--- src/line_cfg_pkg.sv ---
/*
  Shared types and constants for the hardware-control configuration decoder.
  Assumes a single 100 MHz system clock and an active-high asynchronous reset.
*/
package line_cfg_pkg;

  // =====================================================================
  // control interface and pin codes
  // =====================================================================
  localparam logic [1:0] CTRL_HW = 2'h0;
  localparam logic [1:0] CTRL_SERIAL = 2'h1;
  localparam logic [1:0] CTRL_PAR_MOTO = 2'h2;
  localparam logic [1:0] CTRL_PAR_INTEL = 2'h3;

  localparam logic [1:0] FMT_SR_HDB3 = 2'h0;
  localparam logic [1:0] FMT_SR_AMI = 2'h1;
  localparam logic [1:0] FMT_DUAL = 2'h2;
  localparam logic [1:0] FMT_SLICER = 2'h3;

  localparam logic [3:0] PT_E1_75 = 4'h0;
  localparam logic [3:0] PT_E1_120 = 4'h1;
  localparam logic [3:0] PT_DSX1_FIRST = 4'h2;
  localparam logic [3:0] PT_DSX1_LAST = 4'h6;
  localparam logic [3:0] PT_J1 = 4'h7;
  localparam logic [3:0] PT_DS1_LBO_FIRST = 4'h8;
  localparam logic [3:0] PT_DS1_LBO_LAST = 4'hB;

  localparam logic [1:0] PAT_NORMAL = 2'h0;
  localparam logic [1:0] PAT_ONES = 2'h1;
  localparam logic [1:0] PAT_PRBS = 2'h2;
  localparam logic [1:0] PAT_TX_PD = 2'h3;

  localparam logic [1:0] JA_OFF = 2'h0;
  localparam logic [1:0] JA_RX_BROAD = 2'h1;
  localparam logic [1:0] JA_RX_NARROW = 2'h2;
  localparam logic [1:0] JA_TX_NARROW = 2'h3;
  localparam logic [7:0] JA_DEPTH_64 = 8'h40;
  localparam logic [7:0] JA_DEPTH_128 = 8'h80;

  localparam logic [1:0] LB_NONE = 2'h0;
  localparam logic [1:0] LB_ANALOG = 2'h1;
  localparam logic [1:0] LB_DIGITAL = 2'h2;
  localparam logic [1:0] LB_REMOTE = 2'h3;

  // =====================================================================
  // line standards, terminations, reach figures
  // =====================================================================
  typedef enum logic [3:0] {
    STD_E1 = 4'h1,
    STD_DSX1 = 4'h2,
    STD_J1 = 4'h4,
    STD_DS1 = 4'h8
  } line_std_t;

  localparam logic [7:0] OHM_75 = 8'h4B;
  localparam logic [7:0] OHM_100 = 8'h64;
  localparam logic [7:0] OHM_110 = 8'h6E;
  localparam logic [7:0] OHM_120 = 8'h78;
  localparam logic [5:0] EQ_SHORT_DB = 6'h0A;
  localparam logic [5:0] EQ_LONG_DB = 6'h24;
  localparam logic [4:0] MON_GAIN_DB = 5'h1A;
  // build-out in half-dB steps: 0, 7.5, 15.0, 22.5 dB
  localparam logic [5:0] LBO_STEP_HALF_DB = 6'h0F;

  // =====================================================================
  // loss of signal and latency counts
  // =====================================================================
  localparam logic [11:0] LOS_E1_G775 = 12'h020;
  localparam logic [11:0] LOS_E1_I431 = 12'h800;
  localparam logic [11:0] LOS_T1_T1231 = 12'h0AF;
  localparam logic [11:0] LOS_T1_I431 = 12'h608;
  // 12.5 percent ones density judged over an eight-bit window
  localparam logic [3:0] DENS_WINDOW = 4'h8;
  localparam logic [3:0] DENS_MIN_ONES = 4'h1;
  localparam logic [3:0] LAT_SINGLE_UI = 4'h7;
  localparam logic [3:0] LAT_DUAL_UI = 4'h2;

  // =====================================================================
  // carriers
  // =====================================================================
  typedef struct packed {
    logic [1:0] ctrl_mode;
    logic termination_internal;
    logic [1:0] system_iface_format;
    logic [3:0] pulse_template_select;
    logic equalizer_reach_select;
    logic receiver_powerdown;
    logic [1:0] tx_pattern_select;
    logic [1:0] jitter_atten_config;
    logic monitor_gain_select;
    logic [1:0] loopback_select;
    logic driver_hiz;
    logic rx_clock_edge_select;
  } cfg_pins_t;

  typedef struct packed {
    line_std_t line_std;
    logic [7:0] term_ohms;
    logic [2:0] dsx1_range;
    logic [5:0] lbo_half_db;
    logic [5:0] eq_reach_db;
    logic [4:0] mon_gain_db;
    logic rx_pd;
    logic tx_pd;
    logic tx_send_ones;
    logic tx_send_prbs;
    logic ja_enable;
    logic ja_in_tx;
    logic ja_narrow;
    logic [7:0] ja_depth;
    logic single_rail;
    logic ami_coding;
    logic slicer;
    logic [1:0] loopback;
    logic driver_enable;
    logic rx_falling_edge;
    logic ext_match_illegal;
  } cfg_decoded_t;

endpackage

--- src/line_iface_hw_config_decode.sv ---
/*
  Hardware-control configuration decoder for a single-channel line interface.
  Static pins are synchronised, decoded into datapath settings and held in
  flip-flops; register settings replace them outside hardware control.
  Assumes pins change only during reconfiguration.
*/
// Behaviour
// - mode pins pick hardware, serial, Motorola-style or Intel-style control
// - termination pin only flags external matching as illegal for T1/J1 tx in ext_match_illegal; no matching setting is output
// - format pins pick HDB3/B8ZS single rail, AMI single rail, dual rail, slicer
// - template 0000 and 0001 give E1 at 75 and 120 ohm
// - templates 0010 to 0110 give DSX1 100 ohm in five cable ranges
// - template 0111 gives J1 at 110 ohm, 0 to 655 ft
// - templates 1000 to 1011 give DS1 build-out 0 to -22.5 dB; above, DS1
// - equalizer pin gives 10 dB short haul or 36 dB long haul reach
// - receiver power-down pin powers the receiver down when high
// - pattern pins give normal, all ones, PRBS or transmitter power down
// - jitter attenuator off, rx broad 64, rx narrow 128, tx narrow 128
// - monitor gain pin adds up to 26 dB receive gain when high
// - loopback pins give none, analog, digital or remote loopback
// - driver high-impedance pin disables the line driver when high
// - clock edge pin picks rising or falling active receive edge
// - E1 loss of signal after 32 or 2048 consecutive zeros
// - T1/J1 loss of signal after 175 or 1544 consecutive zeros
// - loss of signal clears only at 12.5 percent ones density
// - receive latency without attenuator: 7 UI single rail, 2 UI dual rail
`timescale 1ns/1ps
module line_iface_hw_config_decode (
  input wire logic sys_clk,
  input wire logic rst,
  input line_cfg_pkg::cfg_pins_t cfg_pins,
  input line_cfg_pkg::cfg_pins_t reg_cfg,
  input wire logic los_long_criterion,
  input wire logic rx_bit_valid,
  input wire logic rx_bit,
  output line_cfg_pkg::cfg_decoded_t cfg_out,
  output logic [1:0] ctrl_iface,
  output logic hw_control,
  output logic [11:0] los_zero_limit,
  output logic [3:0] rx_latency_ui,
  output logic los
);
  import line_cfg_pkg::*;

  cfg_pins_t pins_meta_r;
  cfg_pins_t pins_sync_r;
  cfg_pins_t sel_cfg;
  cfg_decoded_t dec_nxt;
  cfg_decoded_t cfg_r;
  logic [1:0] ctrl_iface_r;
  logic hw_control_r;
  logic [11:0] los_limit_r;
  logic [11:0] los_limit_nxt;
  logic [3:0] latency_r;
  logic [3:0] latency_nxt;
  logic los_r;
  logic los_int;

  // =====================================================================
  // pin synchroniser
  // =====================================================================
  // two stages; the first stage feeds nothing but the second
  always_ff @(posedge sys_clk or posedge rst) begin
    if (rst) begin
      pins_meta_r <= '0;
      pins_sync_r <= '0;
    end else begin
      pins_meta_r <= cfg_pins;
      pins_sync_r <= pins_meta_r;
    end
  end

  // =====================================================================
  // control interface select and source choice
  // =====================================================================
  always_ff @(posedge sys_clk or posedge rst) begin
    if (rst) begin
      ctrl_iface_r <= CTRL_HW;
      hw_control_r <= 1'b1;
    end else begin
      ctrl_iface_r <= pins_sync_r.ctrl_mode;
      hw_control_r <= (pins_sync_r.ctrl_mode == CTRL_HW);
    end
  end

  // mode pins are always live; the rest follow registers off hardware control
  always_comb begin
    if (pins_sync_r.ctrl_mode == CTRL_HW) begin
      sel_cfg = pins_sync_r;
    end else begin
      sel_cfg = reg_cfg;
      sel_cfg.ctrl_mode = pins_sync_r.ctrl_mode;
    end
  end

  // =====================================================================
  // decode
  // =====================================================================
  always_comb begin
    dec_nxt = '0;
    dec_nxt.line_std = STD_DS1;
    dec_nxt.term_ohms = OHM_100;
    // pulse template
    if (sel_cfg.pulse_template_select == PT_E1_75) begin
      dec_nxt.line_std = STD_E1;
      dec_nxt.term_ohms = OHM_75;
    end else if (sel_cfg.pulse_template_select == PT_E1_120) begin
      dec_nxt.line_std = STD_E1;
      dec_nxt.term_ohms = OHM_120;
    end else if (sel_cfg.pulse_template_select <= PT_DSX1_LAST) begin
      dec_nxt.line_std = STD_DSX1;
      dec_nxt.dsx1_range = 3'(sel_cfg.pulse_template_select - PT_DSX1_FIRST);
    end else if (sel_cfg.pulse_template_select == PT_J1) begin
      dec_nxt.line_std = STD_J1;
      dec_nxt.term_ohms = OHM_110;
    end else if (sel_cfg.pulse_template_select <= PT_DS1_LBO_LAST) begin
      dec_nxt.lbo_half_db = 6'((sel_cfg.pulse_template_select - PT_DS1_LBO_FIRST)
                               * LBO_STEP_HALF_DB);
    end
    // equalizer reach and monitor gain
    dec_nxt.eq_reach_db = sel_cfg.equalizer_reach_select ? EQ_LONG_DB : EQ_SHORT_DB;
    dec_nxt.mon_gain_db = sel_cfg.monitor_gain_select ? MON_GAIN_DB : 5'h00;
    dec_nxt.rx_pd = sel_cfg.receiver_powerdown;
    // transmit pattern
    dec_nxt.tx_send_ones = (sel_cfg.tx_pattern_select == PAT_ONES);
    dec_nxt.tx_send_prbs = (sel_cfg.tx_pattern_select == PAT_PRBS);
    dec_nxt.tx_pd = (sel_cfg.tx_pattern_select == PAT_TX_PD);
    // jitter attenuator
    unique case (sel_cfg.jitter_atten_config)
      JA_OFF: begin
        dec_nxt.ja_depth = 8'h00;
      end
      JA_RX_BROAD: begin
        dec_nxt.ja_enable = 1'b1;
        dec_nxt.ja_depth = JA_DEPTH_64;
      end
      JA_RX_NARROW: begin
        dec_nxt.ja_enable = 1'b1;
        dec_nxt.ja_narrow = 1'b1;
        dec_nxt.ja_depth = JA_DEPTH_128;
      end
      JA_TX_NARROW: begin
        dec_nxt.ja_enable = 1'b1;
        dec_nxt.ja_narrow = 1'b1;
        dec_nxt.ja_in_tx = 1'b1;
        dec_nxt.ja_depth = JA_DEPTH_128;
      end
    endcase
    // system interface
    dec_nxt.single_rail = (sel_cfg.system_iface_format == FMT_SR_HDB3) ||
                          (sel_cfg.system_iface_format == FMT_SR_AMI);
    dec_nxt.ami_coding = (sel_cfg.system_iface_format == FMT_SR_AMI);
    dec_nxt.slicer = (sel_cfg.system_iface_format == FMT_SLICER);
    dec_nxt.loopback = sel_cfg.loopback_select;
    dec_nxt.driver_enable = !sel_cfg.driver_hiz;
    dec_nxt.rx_falling_edge = sel_cfg.rx_clock_edge_select;
    // external matching is refused for the T1/J1 transmitter: flag it in
    // ext_match_illegal only; no termination setting is decoded or passed on
    if (!sel_cfg.termination_internal && dec_nxt.line_std != STD_E1) begin
      dec_nxt.ext_match_illegal = 1'b1;
    end
  end

  always_comb begin
    if (dec_nxt.line_std == STD_E1) begin
      los_limit_nxt = los_long_criterion ? LOS_E1_I431 : LOS_E1_G775;
    end else begin
      los_limit_nxt = los_long_criterion ? LOS_T1_I431 : LOS_T1_T1231;
    end
    if (dec_nxt.single_rail || dec_nxt.slicer) begin
      latency_nxt = LAT_SINGLE_UI;
    end else begin
      latency_nxt = LAT_DUAL_UI;
    end
  end

  // =====================================================================
  // decoded settings register
  // =====================================================================
  // outputs are registered so a pin edge moves every field on the same clock
  always_ff @(posedge sys_clk or posedge rst) begin
    if (rst) begin
      cfg_r <= '0;
      cfg_r.line_std <= STD_E1;
      cfg_r.term_ohms <= OHM_75;
      cfg_r.eq_reach_db <= EQ_SHORT_DB;
      cfg_r.single_rail <= 1'b1;
      cfg_r.driver_enable <= 1'b1;
      los_limit_r <= LOS_E1_G775;
      latency_r <= LAT_SINGLE_UI;
    end else begin
      cfg_r <= dec_nxt;
      los_limit_r <= los_limit_nxt;
      latency_r <= latency_nxt;
    end
  end

  // =====================================================================
  // loss of signal
  // =====================================================================
  los_detect u_los (
    .sys_clk(sys_clk),
    .rst(rst),
    .rx_bit_valid(rx_bit_valid),
    .rx_bit(rx_bit),
    .zero_limit(los_limit_r),
    .los(los_int)
  );

  always_ff @(posedge sys_clk or posedge rst) begin
    if (rst) begin
      los_r <= 1'b0;
    end else begin
      los_r <= los_int;
    end
  end

  assign cfg_out = cfg_r;
  assign ctrl_iface = ctrl_iface_r;
  assign hw_control = hw_control_r;
  assign los_zero_limit = los_limit_r;
  assign rx_latency_ui = latency_r;
  assign los = los_r;

endmodule // line_iface_hw_config_decode

--- src/los_detect.sv ---
/*
  Zero-run loss-of-signal detector with ones-density recovery.
  Assumes one received bit qualified per rx_bit_valid, synchronous to sys_clk.
*/
`timescale 1ns/1ps
module los_detect (
  input wire logic sys_clk,
  input wire logic rst,
  input wire logic rx_bit_valid,
  input wire logic rx_bit,
  input wire logic [11:0] zero_limit,
  output logic los
);
  import line_cfg_pkg::*;

  logic [11:0] zero_run_r;
  logic [3:0] win_cnt_r;
  logic [3:0] win_ones_r;
  logic los_r;

  // =====================================================================
  // consecutive zero counter
  // =====================================================================
  always_ff @(posedge sys_clk or posedge rst) begin
    if (rst) begin
      zero_run_r <= 12'h000;
    end else if (rx_bit_valid) begin
      if (rx_bit) begin
        zero_run_r <= 12'h000;
      end else if (zero_run_r != 12'hFFF) begin
        zero_run_r <= zero_run_r + 12'h001;
      end
    end
  end

  // =====================================================================
  // ones density window, eight bits at a time
  // =====================================================================
  always_ff @(posedge sys_clk or posedge rst) begin
    if (rst) begin
      win_cnt_r <= 4'h0;
      win_ones_r <= 4'h0;
    end else if (rx_bit_valid) begin
      if (win_cnt_r == DENS_WINDOW - 4'h1) begin
        win_cnt_r <= 4'h0;
        win_ones_r <= 4'h0;
      end else begin
        win_cnt_r <= win_cnt_r + 4'h1;
        win_ones_r <= win_ones_r + {3'h0, rx_bit};
      end
    end
  end

  // declare wins over clear when both land on the same bit
  always_ff @(posedge sys_clk or posedge rst) begin
    if (rst) begin
      los_r <= 1'b0;
    end else if (rx_bit_valid) begin
      if (!rx_bit && zero_run_r + 12'h001 >= zero_limit) begin
        los_r <= 1'b1;
      end else if (win_cnt_r == DENS_WINDOW - 4'h1 &&
                   win_ones_r + {3'h0, rx_bit} >= DENS_MIN_ONES) begin
        los_r <= 1'b0;
      end
    end
  end

  assign los = los_r;

endmodule // los_detect

--- config.mk ---
export PLATFORM = sky130hd
export DESIGN_NAME = line_iface_hw_config_decode
export DESIGN_NICKNAME = d
export VERILOG_FILES = /design/src/line_cfg_pkg.sv /design/src/line_iface_hw_config_decode.sv /design/src/los_detect.sv
export SDC_FILE = /design/constraint.sdc
export NUM_CORES = 1
export LEC_CHECK = 0
export ABC_AREA = 1
export CAP_MARGIN = 20
export CELL_PAD_IN_SITES_DETAIL_PLACEMENT = 1
export CELL_PAD_IN_SITES_GLOBAL_PLACEMENT = 1
export CORE_MARGIN = 8
export CORE_UTILIZATION = 48
export CTS_CLUSTER_DIAMETER = 40
export CTS_CLUSTER_SIZE = 12
export DETAILED_ROUTE_END_ITERATION = 8
export DONT_BUFFER_PORTS = 1
export PLACE_DENSITY_LB_ADDON = 0.15
export SETUP_SLACK_MARGIN = 0.05
export SLEW_MARGIN = 20
export SYNTH_ARGS = -nofsm -noshare
export SYNTH_HDL_FRONTEND = slang
export SYNTH_HIERARCHICAL = 1
export SYNTH_SLANG_ARGS = --single-unit
export TNS_END_PERCENT = 5
--- constraint.sdc ---
create_clock -name sys_clk -period 3.8 [get_ports sys_clk]
set_input_delay 0.57 -clock sys_clk [delete_from_list [all_inputs] [get_ports sys_clk]]
set_output_delay 0.57 -clock sys_clk [all_outputs]
set_load 0.005 [all_outputs]
==> results_dict.tcl <==
set metrics [dict create \
    status "completed" \
    cts_resized 0 \
    numCtsBuffers 9 \
    vias 2876 \
    end_kind "flop" \
    drt_iter0_drc 116 \
    path_max_fanout 14 \
    fin_crit_sh 0.808 \
    finalWorstPathRequiredPeriod_ns 3.07 \
    hold_viol 0 \
    tns_ns 0 \
    peakVddDrop_mv 0.235 \
    startpoint_type "flop" \
    wl_met3_microns 481 \
    yosys_most_used_dff "dfrtp_1" \
    groute.usage.overall 0.161 \
    wl_met1_mm 3.71 \
    fin_ws_ns 0.731 \
    cp_common_cell "nand2_1" \
    diodes 0 \
    synth_edf_count 0 \
    slew-limit-headroom 0.408 \
    path_class "flop to flop" \
    synth_seq_cells 109 \
    start_util 0.491 \
    yosys_warnings 6 \
    cp.required_ns 4.07 \
    r2r_end "cfg_out[39]" \
    first_pass_iters 4 \
    syn_inst 471 \
    pre_cts_ws_ns 0.723 \
    grt_pass1_vias 3152 \
    synth_top_area_share 0.518 \
    skew_ns 0.0120 \
    path_clk_slew_ns 0.11 \
    synth_top_area_cell "dfrtp_1" \
    dieArea_sq_um 13400 \
    fp.dieH_microns 116 \
    postCtsSetupBuffers 0 \
    yosysMostFrequentCell "nand2_1" \
    wl_met2_mm 5.46 \
    setup-violations-final 0 \
    core_sq_um 9730 \
    crit_slowest_cell "dfrtp_1" \
    max-cap-violations 0 \
    io_pins 120 \
    grt_pass1_wl_mm 16.2 \
    hold_path.class "primary input to async pin" \
    synthDistinctLibCells 37 \
    grt_max_degree 48 \
    finalMaxSlewViolations 0 \
    final_layout_size_suffix_gt1_frac 0.137 \
    cts_tree "done" \
    p_per_area_nw_per_um2 478 \
    dp_hpwl_mm 7.72 \
    regArea_sq_um 2740 \
    ys_seq_area_frac 0.573 \
    io_buffers 0 \
    startpoint "pins_sync_r[19]" \
    power.leakage_uw 0.00266 \
    max_stage_delay_ns 0.46 \
    cts_hold_buf 0 \
    synth_common_cells "nand2_1, dfrtp_1, inv_1" \
    r2r_setup_slack_ns 0.73 \
    regToRegStartpoint "pins_sync_r[19]" \
    arrival_ns 3.34 \
    root_buffer "clkbuf_8" \
    synth.avg_cell_area_sq_um 10.2 \
    synth_area_leaders "dfrtp_1, nand2_1, ha_1, inv_1, dfstp_2" \
    syn_area_sq_um 4780 \
    detail-route-antenna-nets 0 \
    clk_latency_ns 0.38 \
    tightest_slew_ns 0.888 \
    path_cells "inv_1 > nand2_2 > nand2_1 > nand2_4 > ha_1 > ha_1 > fa_1 > ha_1 > a21oi_1 > nand2_1 > nand2_1 > nand2_1 > inv_1 > nand3_2 > nand2_1 > nor2_1" \
    cts.htree.levels 3 \
    fin_nets 541 \
    grt-ovfl-total 0 \
    clk_path_buf_depth 2 \
    areaGrowthSynthToFinish_pct 4.40 \
    drcViolationCount 0 \
    viasPerCell 4.72 \
    max_freq_ghz 0.326 \
    fp-row-count 36 \
    die_w_microns 116 \
    rsz0062_at_grt "no" \
    highest_layer "met4" \
    drt-total-wl_mm 9.82 \
    synthArstFlopShare 1.00 \
    place_congestion 0.800 \
    cts_sinks 109 \
    n_fill_cell 1117 \
    antenna_found_initial 0 \
    r2r_cells 16 \
    multi_input_area_sq_um 1580 \
    wire_per_inst_microns 16.1 \
]
how the worst max path moves through the flow:
stage | end | slack [ns] | cells after the start
detailed placement | cfg_out[39] | 0.72 | 16
global placement | cfg_out[39] | 0.84 | 16
CTS | cfg_out[39] | 0.67 | 16
floorplan | cfg_out[0] | 0.97 | 1
global route | cfg_out[39] | 0.44 | 14
finish | cfg_out[39] | 0.73 | 16
through the flow:
step / hold slack [ns] / instances / total power (uW) / cell area (sq um) / util
after floorplan: 0.331 / 489 / 1640 / 4850 / -
after global placement: 0.332 / 593 / 1690 / 4790 / 0.493
after detailed placement: 0.336 / 593 / 1720 / 4790 / 0.493
after CTS: 0.184 / 609 / 2420 / 4990 / 0.513
after global routing: 0.172 / 609 / 2530 / 4990 / 0.513
final: 0.181 / 609 / 2380 / 4990 / 0.513
power breakdown:
group          internal (uW)  switching, uW  total, uW
Sequential              1280           75.5       1350
Combinational            121            215        336
Clock                    276            420        696
Total                   1670            711       2380
per-layer routing:
layer	track usage	vias up
met4	0.0674	0
met3	0.0474	12
li1	-	1382
met2	0.287	38
met5	0	-
met1	0.174	1444
worst max-delay path: cells and delay by family, from the launching register on:
family,cells,cell delay (ns)
adders and majority gates,4,1.37
and+or+nand+nor,9,0.74
AOI/OAI and AO/OA,1,0.22
buffers and inverters,2,0.17
DFF,1,0.46
placed cells by master, fill, tap and decap left out, types with 2 or more instances in the layout:
master    count
a21oi_1       9
buf_4         3
clkbuf_8     10
conb_1       20
dfrtp_1      99
dfstp_2      10
fa_1          2
ha_1         23
inv_1        70
inv_2         2
inv_8         4
mux2i_1       4
nand2_1     109
nand2_2      10
nand2_4       7
nand3_1      11
nand3_2       2
nor2_1       29
nor2_4        5
nor3_1        2
o21ai_0      17
o21ai_2       2
o21bai_1      2
or2_2         3
xnor2_1       2
xor2_1        7
state kept, by name (all words and copies together) (netlist names), 2 cells and up:
signal / flops
los_zero_limit: 5
pins_sync_r: 20
u_los/win_cnt_r: 4
cfg_out: 38
u_los/zero_run_r: 12
ctrl_iface: 2
pins_meta_r: 20
u_los/win_ones_r: 4
cell type report:
| cell class | count | share of cell area |
|---|---|---|
| multi-input combinational | 274 | 0.317 |
| inverter | 74 | 0.0564 |
| sequential | 109 | 0.549 |
| clock inverter | 6 | 0.0123 |
| tap | 133 | 0.0333 |
| timing repair buffer | 3 | 0.00451 |
| clock buffer | 10 | 0.0276 |
logic make-up after synthesis:
group                    Yosys count  synth area share
other                              2           0.00157
XOR/XNOR                           9            0.0165
AND/OR/NAND/NOR                  182             0.180
multiplexers                       4           0.00838
flip-flops                       109             0.573
adder cells (fa/ha/maj)           25            0.0686
buffers and inverters            106             0.110
AO/OA/AOI/OAI                     34            0.0416
(Power assumes the default switching activity.)
